[config.mk]
export PLATFORM = sky130hd
export DESIGN_NAME = rcv_reset_cause_vmon
export DESIGN_NICKNAME = d
export VERILOG_FILES = /design/src/logic/rcv_reset_cause_vmon.v
export VERILOG_INCLUDE_DIRS = /design/src /design/src/logic
export SDC_FILE = /design/constraint.sdc
export NUM_CORES = 1
export LEC_CHECK = 0
export ABC_AREA = 1
export BUFFER_PORTS_ARGS = -buffer_cell sky130_fd_sc_hd__buf_2
export CORE_MARGIN = 10
export CORE_UTILIZATION = 55
export CTS_BUF_LIST = sky130_fd_sc_hd__clkbuf_8
export CTS_CLUSTER_SIZE = 16
export DETAILED_ROUTE_END_ITERATION = 10
export GPL_TIMING_DRIVEN = 0
export MAX_ROUTING_LAYER = met4
export PLACE_DENSITY = 0.77
export RECOVER_POWER = 50
export SYNTH_ARGS = -nofsm -noshare
export SYNTH_HDL_FRONTEND = slang
export SYNTH_SLANG_ARGS = --single-unit
[constraint.sdc]
create_clock -name clk -period 4.3 [get_ports clk]
set_clock_uncertainty 0.05 [all_clocks]
set_input_delay 0.43 -clock clk [delete_from_list [all_inputs] [get_ports clk]]
set_output_delay 0.43 -clock clk [all_outputs]
set_load 0.02 [all_outputs]
[src/logic/rcv_defines.vh]
// Register offsets, field positions, reset values and timing for the reset-cause,
// voltage-detector and write-protect block. Definitions only.
`ifndef RCV_DEFINES_VH
`define RCV_DEFINES_VH
// Register offsets
`define RCV_A_PROTECT 10'h00a
`define RCV_A_PROC_EXT 10'h010
`define RCV_A_PERI_CLK 10'h012
`define RCV_A_CAUSE 10'h018
`define RCV_A_VSTATUS 10'h019
`define RCV_A_VENABLE 10'h01a
`define RCV_A_PLL 10'h01c
`define RCV_A_FOSC_A 10'h022
`define RCV_A_FOSC_B 10'h024
`define RCV_A_EDGE_SEL 10'h026
`define RCV_A_LVL_SEL 10'h028
`define RCV_A_MON0 10'h02a
`define RCV_A_MON2 10'h02c
`define RCV_A_CLK_A 10'h006
`define RCV_A_CLK_B 10'h007
`define RCV_A_CLK_C 10'h00c
`define RCV_A_PORT9_DIR 10'h0f3
`define RCV_A_SER4_MODE 10'h2a8
`define RCV_A_DRIVE 10'h2fe
`define RCV_A_PIN_ASSIGN 10'h370
`define RCV_A_IRQ_STAT 10'h030
`define RCV_A_IRQ_MASK 10'h031
`define RCV_A_SW_RESET 10'h032
// Protect bit positions
`define RCV_P_CLOCK 0
`define RCV_P_PORT 2
`define RCV_P_VDET 3
`define RCV_P_PROC 6
// Reset-cause bit positions
`define RCV_C_HW 1
`define RCV_C_SW 2
`define RCV_C_WDT 3
`define RCV_C_VMON2 5
`define RCV_C_OSC 6
// Voltage register bit positions
`define RCV_V_MON2 3
`define RCV_V_DET0_EN 5
`define RCV_V_DET2_EN 7
// Option word bit: zero starts detector 0 after power-on or hardware reset
`define RCV_O_DET0_OFF 6
// Interrupt status bits
`define RCV_I_UPPER_DETECT_LEVEL 0
`define RCV_I_LOWER_DETECT_LEVEL 1
// Reset values
`define RCV_R_ZERO 8'h00
`define RCV_R_VSTAT 8'h08
// Slow oscillator clock, about 125 kHz: sampling tick period in ns
`define RCV_T_SLOW_NS 8000
`define RCV_T_CLK_NS 50
`endif

[src/logic/rcv_reset_cause_vmon.v]
// Reset-cause bookkeeping, two supply detectors and the write-protect gate.
// Assumes a single 20 MHz clock, a plain register port, and analog comparator and
// reset-source pulses arriving asynchronously from outside.
// sys_reset is expected to be folded back into rst; cause flags, detector settings
// and the detector 0 start bit deliberately ignore rst so they outlive it.
//
// Our own choice: the address-and-strobe port.
`timescale 1ns/100ps
`include "rcv_defines.vh"
module rcv_reset_cause_vmon #(
    parameter SLOW_DIV = `RCV_T_SLOW_NS / `RCV_T_CLK_NS
) (
    input wire clk,
    input wire rst,
    input wire [9:0] reg_addr,
    input wire [7:0] reg_wdata,
    input wire reg_wr,
    input wire reg_rd,
    output reg [7:0] reg_rdata,
    input wire por_n,
    input wire hw_reset_n,
    input wire wdt_reset,
    input wire osc_stop_reset,
    input wire det0_above,
    input wire det2_above,
    input wire [7:0] option_setting_word,
    output reg sys_reset,
    output reg irq,
    output reg [7:0] clock_mode_a,
    output reg [7:0] clock_mode_b,
    output reg [7:0] clock_mode_c,
    output reg [7:0] pll_control,
    output reg [7:0] peripheral_clock_ctrl,
    output reg [7:0] fast_osc_adjust_a,
    output reg [7:0] fast_osc_adjust_b,
    output reg [7:0] port9_direction,
    output reg [7:0] serial4_mode,
    output reg [7:0] drive_capacity,
    output reg [7:0] pin_assignment,
    output reg [7:0] processor_mode_ext,
    output reg [7:0] detector_edge_select,
    output reg [7:0] detector2_level_select,
    output reg [7:0] monitor0_control,
    output reg [7:0] monitor2_control
);

    // Address compare used by every decoded write; the read mux uses its own case
    function hit;
        input [9:0] a;
        input [9:0] b;
        begin
            hit = (a == b);
        end
    endfunction

    // Sticky status update: a new event beats a write-one clear in the same cycle,
    // so an event can never be lost to a clear that raced it
    function w1c;
        input cur;
        input set;
        input clr;
        begin
            w1c = set | (cur & ~clr);
        end
    endfunction

    // Register state; names follow the register map where software can see them
    reg [7:0] write_protect_ctrl;
    reg [7:0] voltage_detect_enable;
    reg [7:0] reset_cause_flags;
    reg [7:0] irq_status;
    reg [7:0] irq_mask;
    reg [1:0] por_sync, hw_sync, wdt_sync, osc_sync, d0_sync, d2_sync;
    reg [15:0] slow_cnt;
    reg slow_tick;
    reg d0_ok, d2_ok;
    reg d2_ok_q;
    reg det0_on;
    reg sw_req;
    reg [2:0] rst_hold;
    reg [7:0] opt_meta;
    reg [7:0] opt_sync;
    reg [7:0] next_rdata;
    wire wr_clk, wr_port, wr_vdet, wr_proc;
    wire vmon0_trip, vmon2_trip;
    wire en_wr;
    wire [1:0] stat_clr;

    // Two-flop synchronisers for all asynchronous pins.
    // Pins are taken active high at the first flop so later logic sees one polarity.
    always @(posedge clk) begin
        por_sync <= {por_sync[0], ~por_n};
        hw_sync <= {hw_sync[0], ~hw_reset_n};
        wdt_sync <= {wdt_sync[0], wdt_reset};
        osc_sync <= {osc_sync[0], osc_stop_reset};
        d0_sync <= {d0_sync[0], det0_above};
        d2_sync <= {d2_sync[0], det2_above};
    end

    // The option word comes from outside the clock domain too; it is static after
    // power-on, so a plain two-flop copy of all eight bits is safe
    always @(posedge clk) begin
        opt_meta <= option_setting_word;
        opt_sync <= opt_meta;
    end

    // Slow on-chip oscillator tick; comparators are only looked at on it.
    // Limitation: a comparator glitch shorter than one tick may be missed entirely.
    // The divider restarts with the core, so the first look after reset is a tick late.
    always @(posedge clk) begin
        if (rst) begin
            slow_cnt <= 16'h0000;
            slow_tick <= 1'b0;
        end else if (slow_cnt == SLOW_DIV[15:0] - 16'h0001) begin
            slow_cnt <= 16'h0000;
            slow_tick <= 1'b1;
        end else begin
            slow_cnt <= slow_cnt + 16'h0001;
            slow_tick <= 1'b0;
        end
    end

    // Sampled detector levels; a disabled detector reads as supply good.
    // d2_ok_q holds d2_ok from the previous clock so only a fall raises the interrupt.
    always @(posedge clk) begin
        if (rst) begin
            d0_ok <= 1'b1;
            d2_ok <= 1'b1;
            d2_ok_q <= 1'b1;
        end else begin
            if (slow_tick) begin
                d0_ok <= d0_sync[1] | ~det0_on;
                d2_ok <= d2_sync[1] | ~voltage_detect_enable[`RCV_V_DET2_EN];
            end
            d2_ok_q <= d2_ok;
        end
    end

    // Lower level trips reset only when monitor 0 asks for it, upper level only when monitor 2 asks for it
    // A disabled detector never trips, because its sampled level is forced good.
    assign vmon0_trip = ~d0_ok & monitor0_control[0];
    assign vmon2_trip = ~d2_ok & monitor2_control[0];

    // Write gates from the protect register. A blocked write is dropped silently,
    // so software that must be sure reads the register back.
    assign wr_clk = reg_wr & write_protect_ctrl[`RCV_P_CLOCK];
    assign wr_port = reg_wr & write_protect_ctrl[`RCV_P_PORT];
    assign wr_vdet = reg_wr & write_protect_ctrl[`RCV_P_VDET];
    assign wr_proc = reg_wr & write_protect_ctrl[`RCV_P_PROC];

    // Decodes pulled out of the process that uses each
    assign en_wr = wr_vdet & hit(reg_addr, `RCV_A_VENABLE);
    assign stat_clr = (reg_wr & hit(reg_addr, `RCV_A_IRQ_STAT)) ? reg_wdata[1:0] : 2'h0;

    // Reset generator: any source holds the system in reset for a few cycles.
    // The block's own rst is the chip reset and is driven by sys_reset outside.
    // The seven-cycle hold stretches a one-cycle software request into a clean reset;
    // power-on and the hardware pin keep sys_reset up for as long as they stay low.
    always @(posedge clk) begin
        if (por_sync[1] | hw_sync[1] | wdt_sync[1] | osc_sync[1] | sw_req
            | vmon0_trip | vmon2_trip) begin
            rst_hold <= 3'h7;
        end else if (rst_hold != 3'h0) begin
            rst_hold <= rst_hold - 3'h1;
        end
        sys_reset <= (rst_hold != 3'h0) | por_sync[1] | hw_sync[1];
    end

    // Cause flags live outside rst so they survive the reset they record.
    // Power-on clears them all and sets none; bits 0, 4 and 7 have no source.
    always @(posedge clk) begin
        if (por_sync[1]) begin
            reset_cause_flags <= `RCV_R_ZERO;
        end else begin
            if (hw_sync[1])
                reset_cause_flags[`RCV_C_HW] <= 1'b1;
            if (sw_req)
                reset_cause_flags[`RCV_C_SW] <= 1'b1;
            if (wdt_sync[1])
                reset_cause_flags[`RCV_C_WDT] <= 1'b1;
            if (vmon2_trip)
                reset_cause_flags[`RCV_C_VMON2] <= 1'b1;
            if (osc_sync[1])
                reset_cause_flags[`RCV_C_OSC] <= 1'b1;
        end
    end

    // Detector 0 start comes from the option word on power-on or hardware reset.
    // It sits apart from the enable register so the detector runs before software does.
    always @(posedge clk) begin
        if (por_sync[1] | hw_sync[1]) begin
            det0_on <= ~opt_sync[`RCV_O_DET0_OFF];
        end else if (en_wr) begin
            det0_on <= reg_wdata[`RCV_V_DET0_EN];
        end
    end

    // Protect, processor-mode and interrupt registers
    always @(posedge clk) begin
        if (rst) begin
            write_protect_ctrl <= `RCV_R_ZERO;
            processor_mode_ext <= `RCV_R_ZERO;
            irq_mask <= `RCV_R_ZERO;
            irq_status <= `RCV_R_ZERO;
            sw_req <= 1'b0;
            irq <= 1'b0;
        end else begin
            // The protect register and the software-reset port are never locked, so a
            // program that has gone astray can still restart the chip
            if (reg_wr & hit(reg_addr, `RCV_A_PROTECT))
                write_protect_ctrl <= reg_wdata & 8'h4d;
            if (wr_proc & hit(reg_addr, `RCV_A_PROC_EXT))
                processor_mode_ext <= reg_wdata;
            if (reg_wr & hit(reg_addr, `RCV_A_IRQ_MASK))
                irq_mask <= reg_wdata & 8'h03;
            sw_req <= reg_wr & hit(reg_addr, `RCV_A_SW_RESET) & reg_wdata[0];
            // Write-one clears, but a new event in the same cycle wins.
            // The monitor 0 bit is set by a trip that also resets the core, so while
            // rst is fed from sys_reset software will rarely find it still set.
            irq_status[`RCV_I_UPPER_DETECT_LEVEL] <= w1c(irq_status[`RCV_I_UPPER_DETECT_LEVEL], d2_ok_q & ~d2_ok,
                stat_clr[`RCV_I_UPPER_DETECT_LEVEL]);
            irq_status[`RCV_I_LOWER_DETECT_LEVEL] <= w1c(irq_status[`RCV_I_LOWER_DETECT_LEVEL], vmon0_trip,
                stat_clr[`RCV_I_LOWER_DETECT_LEVEL]);
            irq <= |(irq_status & irq_mask);
        end
    end

    // Clock-generator group; like the port group it returns to zero on every
    // system reset, the detector-caused ones included
    always @(posedge clk) begin
        if (rst) begin
            clock_mode_a <= `RCV_R_ZERO;
            clock_mode_b <= `RCV_R_ZERO;
            clock_mode_c <= `RCV_R_ZERO;
            pll_control <= `RCV_R_ZERO;
            peripheral_clock_ctrl <= `RCV_R_ZERO;
            fast_osc_adjust_a <= `RCV_R_ZERO;
            fast_osc_adjust_b <= `RCV_R_ZERO;
        end else if (wr_clk) begin
            if (hit(reg_addr, `RCV_A_CLK_A)) clock_mode_a <= reg_wdata;
            if (hit(reg_addr, `RCV_A_CLK_B)) clock_mode_b <= reg_wdata;
            if (hit(reg_addr, `RCV_A_CLK_C)) clock_mode_c <= reg_wdata;
            if (hit(reg_addr, `RCV_A_PLL)) pll_control <= reg_wdata;
            if (hit(reg_addr, `RCV_A_PERI_CLK)) peripheral_clock_ctrl <= reg_wdata;
            if (hit(reg_addr, `RCV_A_FOSC_A)) fast_osc_adjust_a <= reg_wdata;
            if (hit(reg_addr, `RCV_A_FOSC_B)) fast_osc_adjust_b <= reg_wdata;
        end
    end

    // Port group, guarded by protect bit 2.
    // A locked write here leaves the pins exactly as they were.
    always @(posedge clk) begin
        if (rst) begin
            port9_direction <= `RCV_R_ZERO;
            serial4_mode <= `RCV_R_ZERO;
            drive_capacity <= `RCV_R_ZERO;
            pin_assignment <= `RCV_R_ZERO;
        end else if (wr_port) begin
            if (hit(reg_addr, `RCV_A_PORT9_DIR)) port9_direction <= reg_wdata;
            if (hit(reg_addr, `RCV_A_SER4_MODE)) serial4_mode <= reg_wdata;
            if (hit(reg_addr, `RCV_A_DRIVE)) drive_capacity <= reg_wdata;
            if (hit(reg_addr, `RCV_A_PIN_ASSIGN)) pin_assignment <= reg_wdata;
        end
    end

    // Voltage-detector group; monitor settings must outlive detector-caused resets,
    // so they clear only on power-on
    always @(posedge clk) begin
        if (por_sync[1]) begin
            voltage_detect_enable <= `RCV_R_ZERO;
            detector_edge_select <= `RCV_R_ZERO;
            detector2_level_select <= `RCV_R_ZERO;
            monitor0_control <= `RCV_R_ZERO;
            monitor2_control <= `RCV_R_ZERO;
        end else if (wr_vdet) begin
            if (hit(reg_addr, `RCV_A_VENABLE))
                voltage_detect_enable <= reg_wdata & 8'h80;
            if (hit(reg_addr, `RCV_A_EDGE_SEL)) detector_edge_select <= reg_wdata;
            if (hit(reg_addr, `RCV_A_LVL_SEL)) detector2_level_select <= reg_wdata;
            if (hit(reg_addr, `RCV_A_MON0)) monitor0_control <= reg_wdata;
            if (hit(reg_addr, `RCV_A_MON2)) monitor2_control <= reg_wdata;
        end
    end

    // Read mux; unmapped addresses, reserved bits and unused cause bits read zero.
    // Status bit 3 shows d2_ok as last sampled, so after detector 2 is switched off
    // the one appears at the next tick rather than at once.
    always @* begin
        next_rdata = 8'h00;
        case (reg_addr)
            `RCV_A_PROTECT: next_rdata = write_protect_ctrl;
            `RCV_A_PROC_EXT: next_rdata = processor_mode_ext;
            `RCV_A_CAUSE: next_rdata = reset_cause_flags;
            `RCV_A_VSTATUS: next_rdata = {4'h0, d2_ok, 3'h0};
            `RCV_A_VENABLE: next_rdata = {voltage_detect_enable[7], 1'b0, det0_on, 5'h00};
            `RCV_A_EDGE_SEL: next_rdata = detector_edge_select;
            `RCV_A_LVL_SEL: next_rdata = detector2_level_select;
            `RCV_A_MON0: next_rdata = monitor0_control;
            `RCV_A_MON2: next_rdata = monitor2_control;
            `RCV_A_CLK_A: next_rdata = clock_mode_a;
            `RCV_A_CLK_B: next_rdata = clock_mode_b;
            `RCV_A_CLK_C: next_rdata = clock_mode_c;
            `RCV_A_PLL: next_rdata = pll_control;
            `RCV_A_PERI_CLK: next_rdata = peripheral_clock_ctrl;
            `RCV_A_FOSC_A: next_rdata = fast_osc_adjust_a;
            `RCV_A_FOSC_B: next_rdata = fast_osc_adjust_b;
            `RCV_A_PORT9_DIR: next_rdata = port9_direction;
            `RCV_A_SER4_MODE: next_rdata = serial4_mode;
            `RCV_A_DRIVE: next_rdata = drive_capacity;
            `RCV_A_PIN_ASSIGN: next_rdata = pin_assignment;
            `RCV_A_IRQ_STAT: next_rdata = irq_status;
            `RCV_A_IRQ_MASK: next_rdata = irq_mask;
            default: next_rdata = 8'h00;
        endcase
    end

    // Read data stands only in the cycle after the strobe; zero elsewhere keeps a
    // stale value from being taken for a fresh answer
    always @(posedge clk) begin
        if (rst)
            reg_rdata <= 8'h00;
        else if (reg_rd)
            reg_rdata <= next_rdata;
        else
            reg_rdata <= 8'h00;
    end

endmodule // rcv_reset_cause_vmon

==> results.txt <==
core outline area: 0.01464 mm2
status: finished, final reports clean
synthesized flop and latch total: 191
routed wire length: 30010 um
clk root buf: clkbuf_8
HP Start: hw_reset_n
TritonCTS Sinks: 191
PortBufs: 157
fin util: 0.6494
Die Footprint: 0.02038 mm2
clk slew on worst S/H paths: 0.10 ns
design area: 0.009510 mm2
Final Slew Violations: 0
relative slew slack: 0.4628
sequential-to-total area share from yosys stat: 0.4626
Reg-to-Reg Start: write_protect_ctrl[0]
first-pass GRT wire length: 44430 um
share of layout cells above drive strength 1: 0.1060
largest net degree at the start of global routing: 18
nature of the critical path endpoint: flop
RSZ-0062 raised after global routing: false
Die Width: 142.7 um
synth warn: 0
P&R area growth vs syn: 14.77%
Place WS: 1.788 ns
Syn Inst Count: 1108
Period minus WS final: 2.502 ns
combinational share of power: 0.050
internal reg-to-reg setup slack: 2.31 ns
Max-cap violations: 0
biggest cell delay along the critical path: 0.65 ns
drc violations: 0
CTS Buffer Depth: 2
Int Pwr: 2.238 mW
DR vias/cell: 5.704
CP most frequent cell: nor2_1
Psw: 0.8055 mW
antenna violation net count after detailed routing: 0
# setup viols final: 0
Via Count: 8488
gpl congestion: 1.026
Synth area leaders: dfxtp_1 46%, nand2_1 9.3%, nor2_1 6.4%
drt pass-1 iters: 5
Avg Cell Area, Syn: 7.479 um2
Hold WC Path Type: primary input to flop
endpoints failing hold: 0
final worst setup slack: 1.798 ns
Clock power frac: 0.362
DPL Wire Length: 22740 um
Die Y: 142.7 um
Post-Place Cell Area: 0.009303 mm2
CP Data Required Time: 4.66 ns
# resized after CTS: 0
dominant synthesized flop cell: dfxtp_1
DR WL/cell: 20.17 um
grt total ovfl: 0
Starting Density: 0.5659
VDD IR max: 0.0002632 V
Overall Power: 3.044 mW
crit path DAT: 2.86 ns
Sw Share: 0.2646
Hold EP: hw_sync[0]
LEAKAGE: 3.732 nW
post-synth top area share: 0.4590
Num CTS Buffers: 17
worst r2r path cells: 6
synthesized area: 0.008287 mm2
Startpoint Class: primary input
Pwr Density: 320.1 mW/mm2
vias in the first global route: 7815
Synth Net Count: 1147
Critical R2R Capture: clock_mode_b[5]
detailed router's first-iteration violation count: 1037
# H-tree levels: 4
Filler cells: 1396
Final period util: 0.5818
Synth top cells by count: 205 x nand2_1, 190 x dfxtp_1, 142 x nor2_1
CP max FO: 9
Clock Latency Late Sink: 0.47 ns
cell accounting for the most synthesized area: dfxtp_1
proportion of power drawn by flip-flops and latches: 0.587
WS Path Type: primary input to flop
initial antenna violation count: 1
EDFF count, synth: 1
num rows: 44
GRT Total Usage: 0.2915
cell with the most instances after synthesis: nand2_1
CTS tree: done
IO Pins: 174
hold path depth: 2
slowest cell on the critical path: nor2_1
Setup Total Neg Slack: 0 ns
Setup Fix Bufs, Post-CTS: 0
crit path cell chain: clkbuf_1 > nor2_1 > nand3_1 > nor2_1 > nand2_1 > o21ai_0 > nor2_1 > nand2_1 > nor2_1 > nor2_1
Layout Nets: 1328
Max Fclk: 399.7 MHz
ys async rst share: 0
Netlist cell types: 42
cts hold-fix bufs: 5
Worst-Margin Slew: 0.8058 ns
## metrics by stage
stage | hold slack, ns | instances
after floorplan | 0.2596 | 1108
after global placement | 0.2610 | 1449
after detailed placement | 0.2621 | 1449
after CTS | 0.03224 | 1486
after global routing | 0.02953 | 1487
final | 0.04166 | 1488
## routing by layer
| metal | global-route usage | wire length (um) | up-vias |
|---|---|---|---|
| li1 | - | - | 4035 |
| met5 | - | 0 | - |
| met2 | 0.4429 | 13410 | 485 |
| met1 | 0.3708 | 12460 | 3886 |
| met3 | 0.06434 | 2978 | 82 |
| met4 | 0.1156 | 1157 | 0 |
## sequential cells by signal, indices dropped and copies added (netlist names), 5 cells and up
signal	count
drive_capacity	8
pin_assignment	8
monitor0_control	8
port9_direction	8
serial4_mode	8
fast_osc_adjust_b	8
reg_rdata	8
peripheral_clock_ctrl	8
fast_osc_adjust_a	8
monitor2_control	8
reset_cause_flags	5
pll_control	8
slow_cnt	16
processor_mode_ext	8
clock_mode_a	8
clock_mode_c	8
detector2_level_select	8
clock_mode_b	8
detector_edge_select	8
## placed cells by master, fill, tap and decap left out, types with 3 or more instances in the layout
cell type,Yosys,final
clkbuf_8,0,18
or2_2,5,5
clkinv_1,10,10
a21oi_1,94,94
nand4_1,31,31
nor2_1,142,146
buf_2,8,35
buf_4,7,7
clkinv_4,0,3
nand3_1,59,60
dfxtp_1,190,190
nor2_2,7,6
a211oi_1,43,43
nor4_1,3,3
nand2_2,8,5
buf_6,4,4
ha_1,3,3
nand2_1,205,208
o21ai_0,92,92
clkinv_2,1,5
dlygate4sd3_1,0,5
inv_2,18,17
nor3b_1,3,3
nor3_1,7,7
inv_1,96,97
clkbuf_1,18,149
nor2_4,14,11
o21ai_1,4,4
buf_1,8,7
a211oi_2,7,7
## worst max path at each step
| stage | start | end | slack (ns) | cells after the start |
|---|---|---|---|---|
| floorplan | reg_addr[0] | drive_capacity[5] | 2.65 | 7 |
| global placement | rst | pin_assignment[5] | 1.83 | 6 |
| detailed placement | rst | drive_capacity[1] | 1.79 | 6 |
| CTS | rst | drive_capacity[0] | 2.30 | 6 |
| global route | reg_addr[6] | detector2_level_select[6] | 1.63 | 9 |
| finish | reg_addr[6] | reg_rdata[4] | 1.80 | 10 |
## worst max-delay path: cells and delay by family
family / cells / cell delay (ns)
AO/OA/AOI/OAI: 1 / 0.15
AND/OR/NAND/NOR: 8 / 2.15
buffers and inverters: 1 / 0.12
## final cells by class
class | count | area, um2 | share of cell area
tap | 184 | 230.2 | 0.02421
clock buffer | 18 | 247.7 | 0.02605
sequential | 191 | 3834 | 0.4031
inverter | 125 | 470.5 | 0.04947
timing repair buffer | 162 | 675.6 | 0.07104
multi-input combinational | 747 | 3702 | 0.3893
clock inverter | 14 | 112.6 | 0.01184
antenna | 2 | 5.005 | 0.0005262
buffer | 45 | 232.7 | 0.02447
## logic make-up after synthesis
group,synth area share
XOR/XNOR,0.003171
AND/OR/NAND/NOR,0.2700
AO/OA/AOI/OAI,0.1745
buffers and inverters,0.08516
flip-flops,0.4626
adder cells (fa/ha/maj),0.004530
## power groups by stage
| stage | registers [mW] | clock network, mW | logic, mW |
|---|---|---|---|
| 6_report | 1.79 | 1.10 | 0.154 |
| 5_1_grt | 1.79 | 1.18 | 0.162 |
| 4_1_cts | 1.79 | 1.10 | 0.151 |
| 3_5_place_dp | 1.83 | 0 | 0.148 |
| 3_3_place_gp | 1.83 | 0 | 0.146 |
| 2_1_floorplan | 1.83 | 0 | 0.0827 |
(Power assumes the default switching activity.)
